<file path="src/design/ssp_params.svh">
// Constants of the serial port: offsets, bit positions, reset values, divider counts.
// Included by the shifter, the top module and the bench; holds definitions only.
`ifndef SSP_PARAMS_SVH
`define SSP_PARAMS_SVH
// Register byte offsets on the Wishbone bus
`define SSP_CTRL_ADR 8'h14
`define SSP_STAT_ADR 8'h94
`define SSP_BUF_ADR 8'h18
`define SSP_SADR_ADR 8'h1C
`define SSP_CMD_ADR 8'h20
// Reset values of the control and status registers
`define SSP_CTRL_RST 8'h00
`define SSP_STAT_RST 8'h00
// Control register bit positions
`define SSP_WRITE_COLLISION_FLAG 7
`define SSP_OVF 6
`define SSP_EN 5
`define SSP_CKP 4
// Status register writable bit positions
`define SSP_SMP 7
`define SSP_CKE 6
// Command register bit positions
`define SSP_C_START 0
`define SSP_C_RSTART 1
`define SSP_C_STOP 2
`define SSP_C_RCV 3
`define SSP_C_ACK 4
// Mode field codes
`define SSP_M_SPI_TMR 4'h3
`define SSP_M_SPI_SS 4'h4
`define SSP_M_SPI_NOSS 4'h5
`define SSP_M_I2C_7A 4'h6
`define SSP_M_I2C_10A 4'h7
`define SSP_M_I2C_MST 4'h8
`define SSP_M_I2C_FW 4'hB
`define SSP_M_I2C_7B 4'hE
`define SSP_M_I2C_10B 4'hF
// Half period of the master clock in REF_CLK cycles, minus one (divide by 4, 16, 64)
`define SSP_HALF_DIV4 9'h001
`define SSP_HALF_DIV16 9'h007
`define SSP_HALF_DIV64 9'h01F
// Last edge index of an SPI byte; last half-bit index of I2C byte phases
`define SSP_SPI_LAST 5'h10
`define SSP_I2C_TX_LAST 5'h11
`define SSP_I2C_RX_LAST 5'h0F
`define SSP_I2C_ACK_LAST 5'h01
`endif

</file>
<file path="src/design/ssp_pkg.sv">
// Types shared by the serial port modules: state codes and state records.
// Assumes nothing beyond the constants header.
package ssp_pkg;
  // Sequencer states
  typedef enum logic [2:0] {
    ST_IDLE = 3'b000,
    ST_SPI = 3'b001,
    ST_ICOND = 3'b010,
    ST_IBIT = 3'b011
  } ssp_state_t;
  // Kind of I2C master phase
  typedef enum logic [1:0] {
    K_TX = 2'b00,
    K_RX = 2'b01,
    K_ACK = 2'b10,
    K_STOP = 2'b11
  } ssp_kind_t;
  // Shifter state
  typedef struct packed {
    logic [7:0] tx;
    logic [7:0] rx;
    logic [2:0] cnt;
    logic done;
  } ssp_shift_t;
  // Whole state of the top module
  typedef struct packed {
    ssp_state_t st;
    ssp_kind_t kind;
    logic [7:0] ctl;
    logic sample_phase;
    logic cke;
    logic dna;
    logic stop;
    logic start;
    logic rw;
    logic ua;
    logic bf;
    logic [7:0] bufr;
    logic [7:0] sadr;
    logic [4:0] cmd;
    logic [8:0] div;
    logic [4:0] e;
    logic sck;
    logic sda_low;
    logic scl_low;
    logic p_sda;
    logic p_scl;
    logic p_sck;
    logic listen;
    logic addr_ph;
    logic ack;
    logic [7:0] dat;
    logic byte_ev;
  } ssp_top_t;
endpackage

</file>
<file path="src/design/ssp_shift_if.sv">
// Link between the port control logic and its byte shifter.
// Both ends run on the same clock; strobes are one-cycle pulses, except clear, held while the SPI slave is deselected.
`timescale 1ns/1ps
interface ssp_shift_if;
  logic clear; // Restart bit count
  logic load; // Load transmit byte
  logic [7:0] load_byte;
  logic out_step; // Advance transmit bit
  logic in_step; // Take one received bit
  logic in_bit;
  logic tx_bit; // Current output bit, msb first
  logic [7:0] rx_byte;
  logic done; // Eighth bit taken, one-cycle pulse
  modport ctl (output clear, load, load_byte, out_step, in_step, in_bit,
    input tx_bit, rx_byte, done);
  modport eng (input clear, load, load_byte, out_step, in_step, in_bit,
    output tx_bit, rx_byte, done);
endinterface

</file>
<file path="src/design/ssp_shifter.sv">
// Byte shifter: msb-first transmit and receive with an eight-bit count.
// Assumes the controller never loads and shifts in the same cycle.
`timescale 1ns/1ps
`include "ssp_params.svh"
module ssp_shifter import ssp_pkg::*; (
  input wire logic clk,
  input wire logic rst,
  ssp_shift_if.eng sif
);
  ssp_shift_t q; // Registered state
  ssp_shift_t d; // Next state

  //////////////////////////////////////////////////////////////////////////
  // Next state: transmit shifts in ones so an idle open-drain line floats
  always_comb begin
    d = q;
    d.done = 1'b0;
    if (sif.clear || sif.load) begin
      d.cnt = 3'h0;
    end
    if (sif.load) begin
      d.tx = sif.load_byte;
    end else if (sif.out_step) begin
      d.tx = {q.tx[6:0], 1'b1};
    end
    if (sif.in_step && !sif.clear) begin
      d.rx = {q.rx[6:0], sif.in_bit};
      d.cnt = q.cnt + 3'h1;
      d.done = (q.cnt == 3'h7);
    end
  end

  // State register
  always_ff @(posedge clk or posedge rst) begin
    if (rst) begin
      q <= '0;
    end else begin
      q <= d;
    end
  end

  assign sif.tx_bit = q.tx[7];
  assign sif.rx_byte = q.rx;
  assign sif.done = q.done;
endmodule

</file>
<file path="src/design/ssp_top.sv">
// Synchronous serial port status and control: SPI master/slave, I2C master/slave.
// Assumes a classic Wishbone master and pins synchronous to REF_CLK.
//
// Local design decision: register access over Wishbone.
`timescale 1ns/1ps
`include "ssp_params.svh"
module ssp_top import ssp_pkg::*; (
  input wire logic REF_CLK,
  input wire logic RST,
  input wire logic WB_CYC_I,
  input wire logic WB_STB_I,
  input wire logic WB_WE_I,
  input wire logic [7:0] WB_ADR_I,
  input wire logic [3:0] WB_SEL_I,
  input wire logic [31:0] WB_DAT_I,
  output logic [31:0] WB_DAT_O,
  output logic WB_ACK_O,
  input wire logic TMR_TICK_I,
  output logic SCK_O,
  output logic SCK_OE,
  input wire logic SCK_I,
  output logic SDO_O,
  output logic SDO_OE,
  input wire logic SDI_I,
  input wire logic SS_N_I,
  output logic SDA_O,
  output logic SDA_OE,
  input wire logic SDA_I,
  output logic SCL_O,
  output logic SCL_OE,
  input wire logic SCL_I,
  output logic PORT_ENABLED,
  output logic SLEW_LIMIT,
  output logic BYTE_EVENT
);
  ssp_top_t q; // Registered state
  ssp_top_t d; // Next state
  ssp_shift_if sif();
  logic [3:0] mode; // Mode field
  logic en; // Port enable
  logic req; // New bus request
  logic tick; // Half-bit enable from the divider
  logic lead; // Current SPI edge is a leading edge
  logic shift_e; // Transmit edge
  logic mid_e; // Middle-of-bit edge
  logic samp; // Sampling edge
  logic rise; // SCL rising
  logic fall; // SCL falling
  logic collide; // Buffer write not allowed now
  logic ibit_low; // Master pulls SDA in a bit phase
  logic [8:0] half; // Divider reload
  logic [4:0] last; // Last half-bit of a master phase

  //////////////////////////////////////////////////////////////////////////
  // Mode decoding, used by the sequencer and the pin drivers
  function automatic logic f_spi_m(input logic [3:0] m);
    return m <= `SSP_M_SPI_TMR;
  endfunction
  function automatic logic f_spi_s(input logic [3:0] m);
    return (m == `SSP_M_SPI_SS) || (m == `SSP_M_SPI_NOSS);
  endfunction
  function automatic logic f_i2c_s(input logic [3:0] m);
    return (m == `SSP_M_I2C_7A) || (m == `SSP_M_I2C_10A) ||
      (m == `SSP_M_I2C_7B) || (m == `SSP_M_I2C_10B);
  endfunction
  function automatic logic f_i2c(input logic [3:0] m);
    return f_i2c_s(m) || (m == `SSP_M_I2C_MST) || (m == `SSP_M_I2C_FW);
  endfunction

  //////////////////////////////////////////////////////////////////////////
  // Next-state logic: bus access first so hardware sets win over clears
  always_comb begin
    d = q;
    mode = q.ctl[3:0];
    en = q.ctl[`SSP_EN];
    d.ack = 1'b0;
    d.byte_ev = 1'b0;
    sif.clear = 1'b0;
    sif.load = 1'b0;
    sif.load_byte = WB_DAT_I[7:0];
    sif.out_step = 1'b0;
    sif.in_step = 1'b0;
    sif.in_bit = SDI_I;
    req = WB_CYC_I && WB_STB_I && !q.ack;
    rise = SCL_I && !q.p_scl;
    fall = !SCL_I && q.p_scl;
    // Divider reload per mode; I2C master runs at 4*(address+1)
    case (mode[1:0])
      2'b00: half = `SSP_HALF_DIV4;
      2'b01: half = `SSP_HALF_DIV16;
      default: half = `SSP_HALF_DIV64;
    endcase
    if (mode == `SSP_M_I2C_MST) begin
      half = {q.sadr, 1'b1};
    end
    // SPI edge classes; edge 16 toggles no clock, but with cke set it still shifts and can sample
    lead = !q.e[0];
    shift_e = q.cke ? (lead && q.e != 5'h00) : !lead;
    mid_e = q.cke ? !lead : (lead && q.e != `SSP_SPI_LAST);
    samp = q.sample_phase ? shift_e : mid_e;
    collide = (q.st != ST_IDLE) ||
      ((mode == `SSP_M_I2C_MST) && q.cmd != 5'h00) ||
      (!f_spi_m(mode) && mode != `SSP_M_I2C_MST && q.e != 5'h00);
    case (q.kind)
      K_TX: last = `SSP_I2C_TX_LAST;
      K_RX: last = `SSP_I2C_RX_LAST;
      default: last = `SSP_I2C_ACK_LAST;
    endcase
    ibit_low = (q.kind == K_TX) ? (q.e < 5'h10 && !sif.tx_bit) : (q.kind == K_ACK);
    // Divider: one-cycle tick per half bit while a master sequence runs
    tick = 1'b0;
    if (q.st == ST_IDLE) begin
      d.div = half;
    end else if (mode == `SSP_M_SPI_TMR) begin
      tick = TMR_TICK_I; // Timer output halved by the sck toggle
    end else if (q.div == 9'h000) begin
      tick = 1'b1;
      d.div = half;
    end else begin
      d.div = q.div - 9'h001;
    end

    // Register access, answered one cycle after the request
    if (req) begin
      d.ack = 1'b1;
      d.dat = 8'h00; // Unmapped addresses read zero
      case (WB_ADR_I)
        `SSP_CTRL_ADR: d.dat = q.ctl;
        `SSP_STAT_ADR: d.dat = {q.sample_phase, q.cke, q.dna, q.stop, q.start,
          (mode == `SSP_M_I2C_MST) ? (q.st == ST_IBIT && q.kind == K_TX) : q.rw,
          q.ua, q.bf};
        `SSP_BUF_ADR: d.dat = q.bufr;
        `SSP_SADR_ADR: d.dat = q.sadr;
        `SSP_CMD_ADR: d.dat = {3'h0, q.cmd};
        default: d.dat = 8'h00;
      endcase
      if (!WB_WE_I && WB_ADR_I == `SSP_BUF_ADR) begin
        d.bf = 1'b0; // Reading the buffer empties it
      end
      if (WB_WE_I && WB_SEL_I[0]) begin
        case (WB_ADR_I)
          `SSP_CTRL_ADR: begin
            d.ctl[5:0] = WB_DAT_I[5:0];
            // Flags clear only by writing zero
            d.ctl[`SSP_WRITE_COLLISION_FLAG] = q.ctl[`SSP_WRITE_COLLISION_FLAG] && WB_DAT_I[`SSP_WRITE_COLLISION_FLAG];
            d.ctl[`SSP_OVF] = q.ctl[`SSP_OVF] && WB_DAT_I[`SSP_OVF];
          end
          `SSP_STAT_ADR: begin
            d.sample_phase = WB_DAT_I[`SSP_SMP];
            d.cke = WB_DAT_I[`SSP_CKE];
          end
          `SSP_SADR_ADR: begin
            d.sadr = WB_DAT_I[7:0];
            d.ua = 1'b0;
          end
          `SSP_CMD_ADR: begin
            // Requests are not queued while the master is busy
            if (mode == `SSP_M_I2C_MST && q.st == ST_IDLE && q.cmd == 5'h00) begin
              d.cmd = WB_DAT_I[4:0];
            end
          end
          `SSP_BUF_ADR: begin
            if (collide) begin
              d.ctl[`SSP_WRITE_COLLISION_FLAG] = 1'b1;
            end else begin
              sif.load = 1'b1;
              d.e = 5'h00;
              if (en && f_spi_m(mode)) begin
                d.st = ST_SPI; // Master transfer starts on the write
                d.div = half;
              end else if (en && mode == `SSP_M_I2C_MST) begin
                d.st = ST_IBIT;
                d.kind = K_TX;
                d.bf = 1'b1;
                d.dna = 1'b1;
              end
            end
          end
          default: d.dat = 8'h00;
        endcase
      end
    end

    // SPI master: 16 clock edges then a closing step
    if (q.st == ST_SPI && tick) begin
      if (q.e != `SSP_SPI_LAST) begin
        d.sck = !q.sck;
      end
      sif.out_step = shift_e;
      sif.in_step = samp;
      d.e = q.e + 5'h01;
      if (q.e == `SSP_SPI_LAST) begin
        d.st = ST_IDLE;
        d.e = 5'h00;
      end
    end
    if (q.st == ST_IDLE) begin
      d.sck = q.ctl[`SSP_CKP];
    end

    // SPI slave: count edges of the incoming clock while selected
    d.p_sck = SCK_I;
    if (en && f_spi_s(mode)) begin
      if (mode == `SSP_M_SPI_SS && SS_N_I) begin
        d.e = 5'h00;
        sif.clear = 1'b1;
      end else if (SCK_I != q.p_sck) begin
        sif.in_step = mid_e; // Relies on sample phase kept clear
        sif.out_step = shift_e;
        d.e = (q.e == 5'h0F) ? 5'h00 : q.e + 5'h01;
      end
    end

    // Completed byte from the shifter (SPI and I2C master)
    if (sif.done && !f_i2c_s(mode)) begin
      if (q.bf && !f_spi_m(mode)) begin
        d.ctl[`SSP_OVF] = 1'b1;
      end else begin
        d.bufr = sif.rx_byte;
        d.bf = 1'b1;
        d.byte_ev = 1'b1;
        d.dna = d.dna || f_i2c(mode);
      end
    end

    // I2C bus monitor: start and stop conditions seen on the pins
    d.p_sda = SDA_I;
    d.p_scl = SCL_I;
    if (en && f_i2c(mode) && SCL_I && q.p_scl && (SDA_I != q.p_sda)) begin
      d.start = !SDA_I;
      d.stop = SDA_I;
      d.rw = 1'b0;
      d.listen = !SDA_I;
      d.addr_ph = 1'b1;
      d.e = 5'h00;
      d.sda_low = 1'b0;
      sif.clear = 1'b1;
    end else if (en && f_i2c_s(mode) && q.listen) begin
      // I2C slave receive: bits on SCL rise, decisions on SCL fall
      if (rise) begin
        sif.in_step = q.e < 5'h08;
        sif.in_bit = SDA_I;
        if (q.e == 5'h08 && SDA_I) begin
          d.rw = 1'b0;
        end
        d.e = q.e + 5'h01;
      end else if (fall && q.e == 5'h08) begin
        if (q.addr_ph) begin
          if (sif.rx_byte[7:1] == q.sadr[7:1]) begin
            d.rw = sif.rx_byte[0];
            d.dna = 1'b0;
            d.addr_ph = 1'b0;
            d.ua = q.ua || mode == `SSP_M_I2C_10A || mode == `SSP_M_I2C_10B;
            d.sda_low = 1'b1;
          end else begin
            d.listen = 1'b0;
          end
        end else if (q.bf) begin
          d.ctl[`SSP_OVF] = 1'b1;
        end else begin
          d.bufr = sif.rx_byte;
          d.bf = 1'b1;
          d.dna = 1'b1;
          d.byte_ev = 1'b1;
          d.sda_low = 1'b1;
        end
      end else if (fall && q.e == 5'h09) begin
        d.sda_low = 1'b0;
        d.e = 5'h00;
      end
    end

    // I2C master: pick the next request, then walk its half bits
    if (en && mode == `SSP_M_I2C_MST) begin
      if (q.st == ST_IDLE && d.st == ST_IDLE && q.cmd != 5'h00) begin
        d.e = 5'h00;
        if (q.cmd[`SSP_C_START] || q.cmd[`SSP_C_RSTART]) begin
          d.st = ST_ICOND;
          d.kind = K_TX;
        end else if (q.cmd[`SSP_C_STOP]) begin
          d.st = ST_ICOND;
          d.kind = K_STOP;
        end else begin
          d.st = ST_IBIT;
          d.kind = q.cmd[`SSP_C_RCV] ? K_RX : K_ACK;
          sif.clear = 1'b1;
        end
      end else if (q.st == ST_ICOND && tick) begin
        d.e = q.e + 5'h01;
        case (q.e)
          5'h00: begin
            d.sda_low = (q.kind == K_STOP);
            d.scl_low = (q.kind == K_STOP);
          end
          5'h01: begin
            d.sda_low = 1'b1;
            d.scl_low = 1'b0;
          end
          default: begin
            d.sda_low = 1'b0;
            d.scl_low = (q.kind != K_STOP);
            d.st = ST_IDLE;
            d.e = 5'h00;
            d.cmd[2:0] = 3'h0;
          end
        endcase
      end else if (q.st == ST_IBIT && tick) begin
        d.e = q.e + 5'h01;
        d.scl_low = q.e[0];
        if (q.e[0]) begin
          sif.in_step = (q.kind == K_RX);
          sif.in_bit = SDA_I;
          sif.out_step = (q.kind == K_TX);
        end
        if (q.kind == K_TX && q.e == 5'h0F) begin
          d.bf = 1'b0;
        end
        if (q.e == last) begin
          d.st = ST_IDLE;
          d.e = 5'h00;
          d.cmd[4:3] = 2'h0;
        end
      end
    end

    // Disabled port: sequencing stops and condition flags clear
    if (!d.ctl[`SSP_EN]) begin
      d.start = 1'b0;
      d.stop = 1'b0;
      d.st = ST_IDLE;
      d.cmd = 5'h00;
      d.listen = 1'b0;
      d.sda_low = 1'b0;
      d.scl_low = 1'b0;
    end
  end

  // State register; all registers clear on reset
  always_ff @(posedge REF_CLK or posedge RST) begin
    if (RST) begin
      q <= '0;
    end else begin
      q <= d;
    end
  end

  ssp_shifter u_shift (
    .clk(REF_CLK),
    .rst(RST),
    .sif(sif)
  );

  //////////////////////////////////////////////////////////////////////////
  // Outputs; open-drain lines only ever pull low
  assign WB_ACK_O = q.ack;
  assign WB_DAT_O = {24'h000000, q.dat};
  assign SCK_O = q.sck;
  assign SCK_OE = en && f_spi_m(mode);
  assign SDO_O = sif.tx_bit;
  assign SDO_OE = en && (f_spi_m(mode) ||
    (f_spi_s(mode) && (mode == `SSP_M_SPI_NOSS || !SS_N_I)));
  assign SDA_O = 1'b0;
  assign SCL_O = 1'b0;
  assign SDA_OE = en && f_i2c(mode) &&
    ((q.st == ST_IBIT) ? ibit_low : q.sda_low);
  assign SCL_OE = en && f_i2c(mode) &&
    (q.scl_low || (f_i2c_s(mode) && !q.ctl[`SSP_CKP]));
  assign PORT_ENABLED = en;
  assign SLEW_LIMIT = en && f_i2c(mode) && !q.sample_phase;
  assign BYTE_EVENT = q.byte_ev;

  // Cycles spent in the current SPI byte; the timer-paced mode has no bound of its own
  logic [9:0] spi_cyc_q;
  always_ff @(posedge REF_CLK or posedge RST) begin
    if (RST) begin
      spi_cyc_q <= 10'h000;
    end else begin
      spi_cyc_q <= (q.st == ST_SPI) ? spi_cyc_q + 10'h001 : 10'h000;
    end
  end
endmodule
</file>
<file path="config.mk">
export PLATFORM = sky130hd
export DESIGN_NAME = ssp_top
export DESIGN_NICKNAME = d
export VERILOG_FILES = /design/src/design/ssp_pkg.sv /design/src/design/ssp_shift_if.sv /design/src/design/ssp_shifter.sv /design/src/design/ssp_top.sv
export VERILOG_INCLUDE_DIRS = /design/src /design/src/design
export SDC_FILE = /design/constraint.sdc
export NUM_CORES = 1
export LEC_CHECK = 0
export CAP_MARGIN = 40
export CORE_MARGIN = 2
export CORE_UTILIZATION = 30
export DETAILED_ROUTE_END_ITERATION = 16
export DONT_BUFFER_PORTS = 1
export SETUP_SLACK_MARGIN = 0.5
export SLEW_MARGIN = 20
export SYNTH_ARGS = -nofsm -noshare
export SYNTH_HDL_FRONTEND = slang
export SYNTH_HIERARCHICAL = 1
export SYNTH_SLANG_ARGS = --single-unit
</file>
<file path="constraint.sdc">
create_clock -name REF_CLK -period 4.2 [get_ports REF_CLK]
set_input_delay 0.63 -clock REF_CLK [delete_from_list [all_inputs] [get_ports REF_CLK]]
set_output_delay 0.63 -clock REF_CLK [all_outputs]
set_load 0.05 [all_outputs]
</file>
==> results of run 1 <==
==> path summary, 6_finish.rpt <==
| kind | endpoint | slack [ns] |
|---|---|---|
| hold / removal | BYTE_EVENT$_DFF_PP0_ | 0.12 |
| setup / recovery | u_shift/sif.rx_byte[4]$_DFFE_PP0P_ | 0.71 |
| min in group REF_CLK | q[12]$_DFF_PP0_ | 0.30 |
| setup reg to reg | u_shift/sif.rx_byte[4]$_DFFE_PP0P_ | 0.71 |
| hold reg to reg | q[68]$_DFFE_PP0P_ | 0.52 |
| max in group asynchronous | q[27]$_DFF_PP0_ | 3.42 |
==> metal layers <==
layer	GRT usage	wire length, um
met4	0.05792	337
met5	0	0
met2	0.2569	7832
met3	0.03396	1067
met1	0.2273	7862
==> flip-flops by register name, indices dropped and copies added, names as in the netlist <==
register / count
q: 58
u_shift/q: 10
WB_DAT_O: 8
u_shift/sif.rx_byte: 8
mode: 4
BYTE_EVENT: 1
PORT_ENABLED: 1
SCK_O: 1
WB_ACK_O: 1
u_shift/sif.done: 1
u_shift/sif.tx_bit: 1
==> layout make-up <==
| class | instances | area [um^2] |
|---|---|---|
| timing repair buffer | 26 | 203.9 |
| clock buffer | 11 | 242.7 |
| inverter | 17 | 65.06 |
| sequential | 94 | 2352 |
| tap | 265 | 331.6 |
| clock inverter | 4 | 31.28 |
| fill | 2032 | 13030 |
| multi-input combinational | 496 | 3206 |
==> through the flow <==
| stage | utilization | hold slack (ns) | setup slack [ns] | instances |
|---|---|---|---|---|
| 5_1_grt | 0.3305 | 0.1326 | 0.5156 | 913 |
| 3_3_place_gp | 0.3148 | 0.4934 | 0.6718 | 895 |
| 3_5_place_dp | 0.3164 | 0.4938 | 0.6693 | 898 |
| 2_1_floorplan | - | 0.4510 | 1.128 | 677 |
| 6_report | 0.3305 | 0.1158 | 0.7051 | 913 |
| 4_1_cts | 0.3305 | 0.1192 | 0.7255 | 913 |
==> power by group <==
group          total (W)  internal, W  switching [W]
registers       0.000933     0.000913      0.0000203
clock network   0.000786     0.000418       0.000368
logic           0.000104    0.0000173      0.0000871
==> critical path, cell delays in order (launching register included) <==
cell and delay [ns]:
dfrtp_1 0.38, or4b_2 0.76, a21oi_1 0.28, or2_2 0.19
o31a_1 0.28, nand2_1 0.20, o211ai_1 0.39, nand2b_1 0.54
mux2_4 0.35
==> cell usage in the layout, fill, tap and decap left out, drive strengths merged, types with 9 or more instances in the layout <==
| master | n |
|---|---|
| a211oi | 9 |
| a21oi | 36 |
| a22oi | 10 |
| buf | 26 |
| clkbuf | 11 |
| conb | 26 |
| dfrtp | 94 |
| ha | 9 |
| inv | 17 |
| mux2 | 31 |
| mux2i | 15 |
| nand2 | 62 |
| nand2b | 11 |
| nand3 | 16 |
| nor2 | 54 |
| nor3 | 15 |
| o211ai | 9 |
| o21ai | 46 |
| o31ai | 9 |
| or3 | 9 |
| xnor2 | 9 |
==> cell families after synthesis <==
| kind of cell | count (synthesis) | share of synthesized area |
|---|---|---|
| and+or+nand+nor | 228 | 0.2030 |
| muxes | 46 | 0.08872 |
| AOI/OAI and AO/OA | 172 | 0.1875 |
| buffers and inverters | 87 | 0.08494 |
| adders and majority gates | 9 | 0.01888 |
| other | 1 | 0.0006286 |
| xor gates and xnor gates | 15 | 0.02202 |
| DFF | 94 | 0.3943 |
==> qor.yml, run 1 <==
status: "complete, no violations"
yosysSeqAreaShare: 0.3943
ctsHoldBuffers: 0
cp-end-kind: "register"
reg2reg_from: "mode[0]$_DFFE_PP0P_"
postCtsSetupBuffers: 0
synth.distinct_cells: 73
cts_sinks: 94
grt_first_pass_wirelength_um: 27310
io_pins: 99
htreeDepth: 3
rsz0062_at_grt: "false"
nets: 708
yosys-top-cells-count: "dfrtp_1 (94), nand2_1 (61), nor2_1 (53), o21ai_0 (45), buf_4 (42)"
slew_headroom: 0.3997
clock_tree.root_cell: "clkbuf_16"
routed_wl_um: 17100
die_h_um: 145.0
yosysTopAreaCellShare: 0.3943
p_total_w: 0.001823
synth_top_cell_by_area: "dfrtp_1"
skew_ns: 0.009863
clk_pin_slew_ns: 0.07
cts_buffer_depth: 2
drt_iter0_drc: 366
fin_area_um2: 6432
p_leak_nw: 2.762
setup-violations-final: 0
place.gp.congestion: 0.9237
portBuffers: 0
hold_path_class: "primary input to async pin"
grt_max_degree: 31
vias: 4816
diodes: 0
tns_ns: 0
grt-ovfl-total: 0
avgSynthCellArea_um2: 9.150
ir_worst_vdd_mv: 0.1809
fin_crit_ns: 3.495
yosysWarnings: 6
startpoint: "mode[0]$_DFFE_PP0P_"
remaining_drc_errors: 0
ys_dominant_reg_cell: "dfrtp_1"
worstSetupPathType: "register to register"
timing.final.crit_share: 0.8321
rows: 51
antenna_found_initial: 1
post_dp_cell_area_um2: 6158
cp_data_required_time_ns: 4.44
ys_top_cells_by_area: "dfrtp_1 (39%), buf_4 (5.3%), mux2_2 (4.3%)"
critPathLaunchType: "register"
dieArea_um2: 21030
yosys.cell_count.top_type: "dfrtp_1"
grt_pass1_vias: 4742
synth_edf_count: 0
cts_tree: "done"
fp.dieW_um: 145.0
dr.pass1.iters: 6
fmax_ghz: 0.2861
ant_nets: 0
clock_latency_ns: 0.36
async_flop_share: 1.000
grt_usage: 0.1649
hpwl_um: 13180
worst_pin_slew_ns: 0.8965
ys_seq_elements: 94
cts_resized: 0
core_area_um2: 19460
hold_violations: 0
slew_violations: 0
power_density_nw_per_um2: 283.5
syn2layout_area_growth_pct: 7.823
drv_cap: 0
initial_core_util: 0.3065
synth_cells: 652
crit_arrival_ns: 3.73
reg2reg_depth: 8
cts-buffers-inserted: 9
synth_area_um2: 5966
drive_gt1_frac: 0.1389
wire_per_inst_um: 18.73
path_max_fanout: 9
detail_route.vias_per_cell: 5.275
(Power assumes the default switching activity.)
==> run 2: changes to the inputs <==
- clock period: 4.2 -> 3.3 ns (I/O delays scaled with it)
==> run 2 against run 1 <==
  * Clock skew grew 0.0015 ns
  * Register-to-register slack got worse by 0.15 ns
  * Wire length is 4.1% higher
  * Critical endpoint is now u_shift/sif.rx_byte[6]$_DFFE_PP0P_
  * Largest power group unchanged
==> qor.yml, run 2 (synthesis results as in run 1) <==
setup-violations-final: 0
drv_cap: 0
timing.final.crit_share: 0.8312
core_area_um2: 19460
grt-ovfl-total: 0
antenna_found_initial: 0
tns_ns: 0
placed_cells: 921
ant_nets: 0
clock_latency_ns: 0.36
remaining_drc_errors: 0
io_pins: 99
place.gp.congestion: 0.9006
cp-end-kind: "register"
final_common_cell: "dfrtp_1"
rows: 51
grt_first_pass_wirelength_um: 28100
multi_input_area_um2: 3323
fmax_ghz: 0.3646
largest_reg_flops: 58
grt_usage: 0.1710
cts-buffers-inserted: 9
cts_buffer_depth: 2
detail_route.vias_per_cell: 5.268
cp_data_required_time_ns: 3.54
cts_sinks: 94
dr.pass1.iters: 6
final_cell_mix: "dfrtp_1 (91), nand2_1 (59), buf_4 (54)"
cts_tree: "done"
clk_pin_slew_ns: 0.07
path_max_fanout: 9
htreeDepth: 3
wire_per_inst_um: 18.81
clock_tree.root_cell: "clkbuf_16"
path_buf_inv: 1
rsz0062_at_grt: "true"
slowest_delay_ns: 0.71
hpwl_um: 13700
clkPwrFrac: 0.468
hold_violations: 0
power_density_nw_per_um2: 363.9
fin_ws_ns: 0.5570
crit_slowest_cell: "or4b_2"
drive_gt1_frac: 0.2100
diodes: 0
vias: 4984
path_delay_family: "simple AND/OR/NAND/NOR gates"
fillCellCount: 1977
status: "complete, no violations"
initial_core_util: 0.3065
seq_area_um2: 2356
grt_max_degree: 26
skew_ns: 0.01140
layout.cells.non_filler: 946
portBuffers: 0
worstPathCellList: "or4b_2 -> a21oi_2 -> or2_4 -> o31a_1 -> nand2_2 -> o211ai_1 -> nand2b_1 -> buf_6 -> mux2_4"
die_h_um: 145.0
fp.dieW_um: 145.0
crit_arrival_ns: 2.99
intPower_w: 0.001862
p_comb_frac: 0.057
p_leak_nw: 2.970
ir_worst_vdd_mv: 0.2244
critPathLaunchType: "register"
syn2layout_area_growth_pct: 15.00
p_sw_w: 0.0006344
slew_violations: 0
worst_pin_slew_ns: 0.7345
top_register: "q"
place_ws_ns: 0.2267
worstSetupPathType: "register to register"
hold_path_class: "primary input to async pin"
reg_top3: "q (58), u_shift/q (10)"
pwr-share-seq: 0.475
slew_headroom: 0.5039
routed_wl_um: 17800
dieArea_um2: 21030
fin_crit_ns: 2.743
drt_iter0_drc: 392
p_sw_frac: 0.2541
nets: 740
grt_pass1_vias: 4877
-- run 2: worst paths after layout --
path                                startpoint                                 end  slack (ns)  cells past startpoint
min reg2reg                    q[48]$_DFF_PP0_                     q[48]$_DFF_PP0_        0.52                      1
max                        mode[0]$_DFFE_PP0P_  u_shift/sif.rx_byte[6]$_DFFE_PP0P_        0.56                      9
max in group asynchronous                  RST            u_shift/q[1]$_DFFE_PP0P_        2.51                      3
max reg2reg                mode[0]$_DFFE_PP0P_  u_shift/sif.rx_byte[6]$_DFFE_PP0P_        0.56                      9
min in group REF_CLK                     SCK_I                     q[12]$_DFF_PP0_        0.16                      0
min                                        RST             WB_DAT_O[0]$_DFFE_PP0P_       0.009                      1
-- run 2: per-stage QoR --
| stage | util | power, W | hold slack [ns] | instance area [um^2] |
|---|---|---|---|---|
| 6_report | 0.3525 | 0.002496 | 0.009068 | 6860 |
| 4_1_cts | 0.3452 | 0.002511 | 0.01003 | 6719 |
| 2_1_floorplan | - | 0.001352 | 0.4510 | 6066 |
| 3_5_place_dp | 0.3257 | 0.001348 | 0.3983 | 6339 |
| 5_1_grt | 0.3525 | 0.002576 | 0.02692 | 6860 |
| 3_3_place_gp | 0.3243 | 0.001343 | 0.4954 | 6311 |
-- run 2: timing repair --
action                                 4_1_cts  5_1_grt
resized for setup                            9       20
hold buffers                                 0        1
endpoints found under the hold margin        0        1
setup endpoints to repair                   20       33
pin swaps                                    3        4
setup buffers                                3        4
-- run 2: power groups by stage --
stage	registers, W	clock network, W	logic (W)
3_5_place_dp	0.00121	0	0.000140
3_3_place_gp	0.00121	0	0.000135
2_1_floorplan	0.00119	0	0.000159
4_1_cts	0.00119	0.00119	0.000140
5_1_grt	0.00119	0.00124	0.000153
6_report	0.00119	0.00117	0.000142
-- run 2: layout make-up --
type	instances	share of cell area
Clock buffer	10	0.03338
Sequential cell	94	0.3434
Multi-Input combinational cell	496	0.4844
Inverter	17	0.009484
Tap cell	265	0.04833
Timing Repair Buffer	58	0.06730
Clock inverter	6	0.01368
-- run 2: worst reg2reg max path, stage by stage, from the launching register on --
cell      delay (ns)
dfrtp_1         0.43
or4b_2          0.71
a21oi_2         0.15
or2_4           0.15
o31a_1          0.17
nand2_2         0.07
o211ai_1        0.30
nand2b_1        0.17
buf_6           0.17
mux2_4          0.32
-- run 2: layer usage --
layer	track usage	part of all wire	wire length, um	vias up
li1	-	-	-	2357
met2	0.2586	0.45	8069	178
met3	0.03302	0.072	1279	25
met1	0.2379	0.45	7969	2424
met4	0.07475	0.027	477	0
met5	0	0	0	-
==> run 3: changes to the inputs <==
- clock period: 3.3 -> 2.5 ns (I/O delays scaled with it)
==> run 3 against run 2 <==
  * The run now ends with hold timing, setup timing left
  * Count of clock-buffer cells in the layout is 1 lower
  * Clock power up 21%
  * Critical path depth rose by 1
  * Register-to-register slack worse by 0.64 ns
  * Hold slack worse by 0.023 ns
  * First-iteration DRC count shrank 3.6%
  * Worst setup slack got worse by 0.64 ns
  * Core utilization is 8.7 points higher
  * Global-route usage is 1.8 points higher
  * Wire length is 14% higher
  * Clock skew is 0.0017 ns lower
  * Sequential cell count did not move
  * Critical path type unchanged
  * Largest cell class unchanged
==> qor.yml, run 3 (synthesis results as in run 1) <==
status: "complete, but fails checks"
violations: "hold timing, setup timing"
dr.pass1.iters: 5
hold_path_class: "primary input to async pin"
tns_ns: -0.5628
largest_reg_flops: 58
timing.final.crit_share: 1.031
path_max_fanout: 4
fp.dieW_um: 145.0
final_common_cell: "buf_4"
reg_top3: "q (58), u_shift/q (10)"
routed_wl_um: 20210
pwr-share-seq: 0.493
cp_data_required_time_ns: 2.74
top_register: "q"
p_total_w: 0.003179
grt_pass1_vias: 5354
path_buf_inv: 2
ant_nets: 0
worst_pin_slew_ns: 0.7454
drt_iter0_drc: 378
fin_ws_ns: -0.07847
hpwl_um: 14620
ir_worst_vdd_mv: 0.3548
drv_cap: 0
clkPwrFrac: 0.444
detail_route.vias_per_cell: 5.259
clock_latency_ns: 0.36
core_area_um2: 19460
slew_violations: 0
cts_tree: "done"
grt_usage: 0.1892
p_leak_nw: 3.716
setup-violations-final: 10
critPathLaunchType: "register"
hold_slack_ns: -0.01378
p_sw_frac: 0.2587
grt-ovfl-total: 0
fmax_ghz: 0.3878
rows: 51
path_delay_family: "simple AND/OR/NAND/NOR gates"
wire_per_inst_um: 19.08
io_pins: 99
fillCellCount: 1818
portBuffers: 0
place.gp.congestion: 0.9450
syn2layout_area_growth_pct: 43.41
diodes: 0
clk_pin_slew_ns: 0.07
rsz0062_at_grt: "true"
slowest_delay_ns: 0.48
final_cell_mix: "buf_4 (123), dfrtp_1 (88), nand2_1 (50)"
slew_headroom: 0.4997
grt_first_pass_wirelength_um: 31170
cts-buffers-inserted: 9
power_density_nw_per_um2: 371.5
hold_violations: 20
p_comb_frac: 0.063
drive_gt1_frac: 0.4370
crit_arrival_ns: 2.82
skew_ns: 0.009681
fin_crit_ns: 2.578
clock_tree.root_cell: "clkbuf_16"
final_core_util: 0.4396
dieArea_um2: 21030
cts_sinks: 94
die_h_um: 145.0
remaining_drc_errors: 0
worstPathCellList: "buf_4 -> or4b_4 -> a21oi_4 -> or2_4 -> o31a_1 -> nand2_2 -> o211ai_1 -> nand2b_4 -> clkbuf_16 -> mux2_4"
initial_core_util: 0.3065
htreeDepth: 3
crit_slowest_cell: "or4b_4"
grt_max_degree: 45
cp-end-kind: "register"
p_sw_w: 0.0008221
intPower_w: 0.002356
vias: 5569
antenna_found_initial: 0
cts_buffer_depth: 2
nets: 854
worstSetupPathType: "register to register"
ctsHoldBuffers: 0
-- run 3: changes by cell type in the layout (fill, tap and decap cells not counted), moves of 11 or more --
cell / change
buf_6: +39
nor2_1: -14
buf_4: +69
nor2_4: +11
o21ai_0: -21
o21ai_1: +15
-- run 3: final cells by class --
type | instances | area, um^2 | share of cell area
clock inverters | 6 | 71.32 | 0.008336
well taps | 265 | 331.6 | 0.03875
repair buffers | 171 | 1536 | 0.1796
clock buffers | 9 | 225.2 | 0.02632
inverters | 17 | 67.56 | 0.007897
multi-input cells | 497 | 3964 | 0.4633
flip-flops and latches | 94 | 2360 | 0.2758
-- run 3: final timing paths --
path | from | cells after the start | slack, ns | end
setup / recovery | mode[3]$_DFFE_PP0P_ | 10 | -0.08 | u_shift/sif.rx_byte[0]$_DFFE_PP0P_
hold / removal | RST | 1 | -0.01 | BYTE_EVENT$_DFF_PP0_
setup reg to reg | mode[3]$_DFFE_PP0P_ | 10 | -0.08 | u_shift/sif.rx_byte[0]$_DFFE_PP0P_
hold reg to reg | q[49]$_DFF_PP0_ | 1 | 0.53 | q[49]$_DFF_PP0_
max in group asynchronous | RST | 2 | 1.84 | mode[1]$_DFFE_PP0P_
min in group REF_CLK | SDA_I | 0 | 0.04 | q[14]$_DFF_PP0_
-- run 3: what timing repair did --
action	in CTS	in global routing
endpoints found under the hold margin	0	0
buffers inserted	38	19
cloned	2	1
pin swaps	43	37
gates resized for setup	149	41
setup endpoints to repair	70	70
-- run 3: stage by stage --
stage          cell area (um^2)  worst slack, ns  instances
6_report                   8556         -0.07847       1059
5_1_grt                    8556          -0.1476       1059
4_1_cts                    8235         -0.04570       1039
3_5_place_dp               7020          -0.2202        984
3_3_place_gp               7020          -0.2132        984
2_1_floorplan              6314          -0.2674        677
-- run 3: power groups by stage --
| stage | Sequential [W] | Combinational (W) | Clock [W] |
|---|---|---|---|
| 2_1_floorplan | 0.00158 | 0.000213 | 0 |
| 3_3_place_gp | 0.00159 | 0.000189 | 0 |
| 3_5_place_dp | 0.00159 | 0.000189 | 0 |
| 4_1_cts | 0.00157 | 0.000195 | 0.00142 |
| 5_1_grt | 0.00157 | 0.000214 | 0.00148 |
| 6_report | 0.00157 | 0.000199 | 0.00141 |
-- run 3: layer usage --
layer / track usage / up-vias / wire [um]
met1: 0.2587 / 2721 / 8686
met3: 0.02704 / 32 / 1374
met4: 0.06733 / 0 / 528
li1: - / 2591 / -
met5: 0 / - / 0
met2: 0.3057 / 225 / 9616
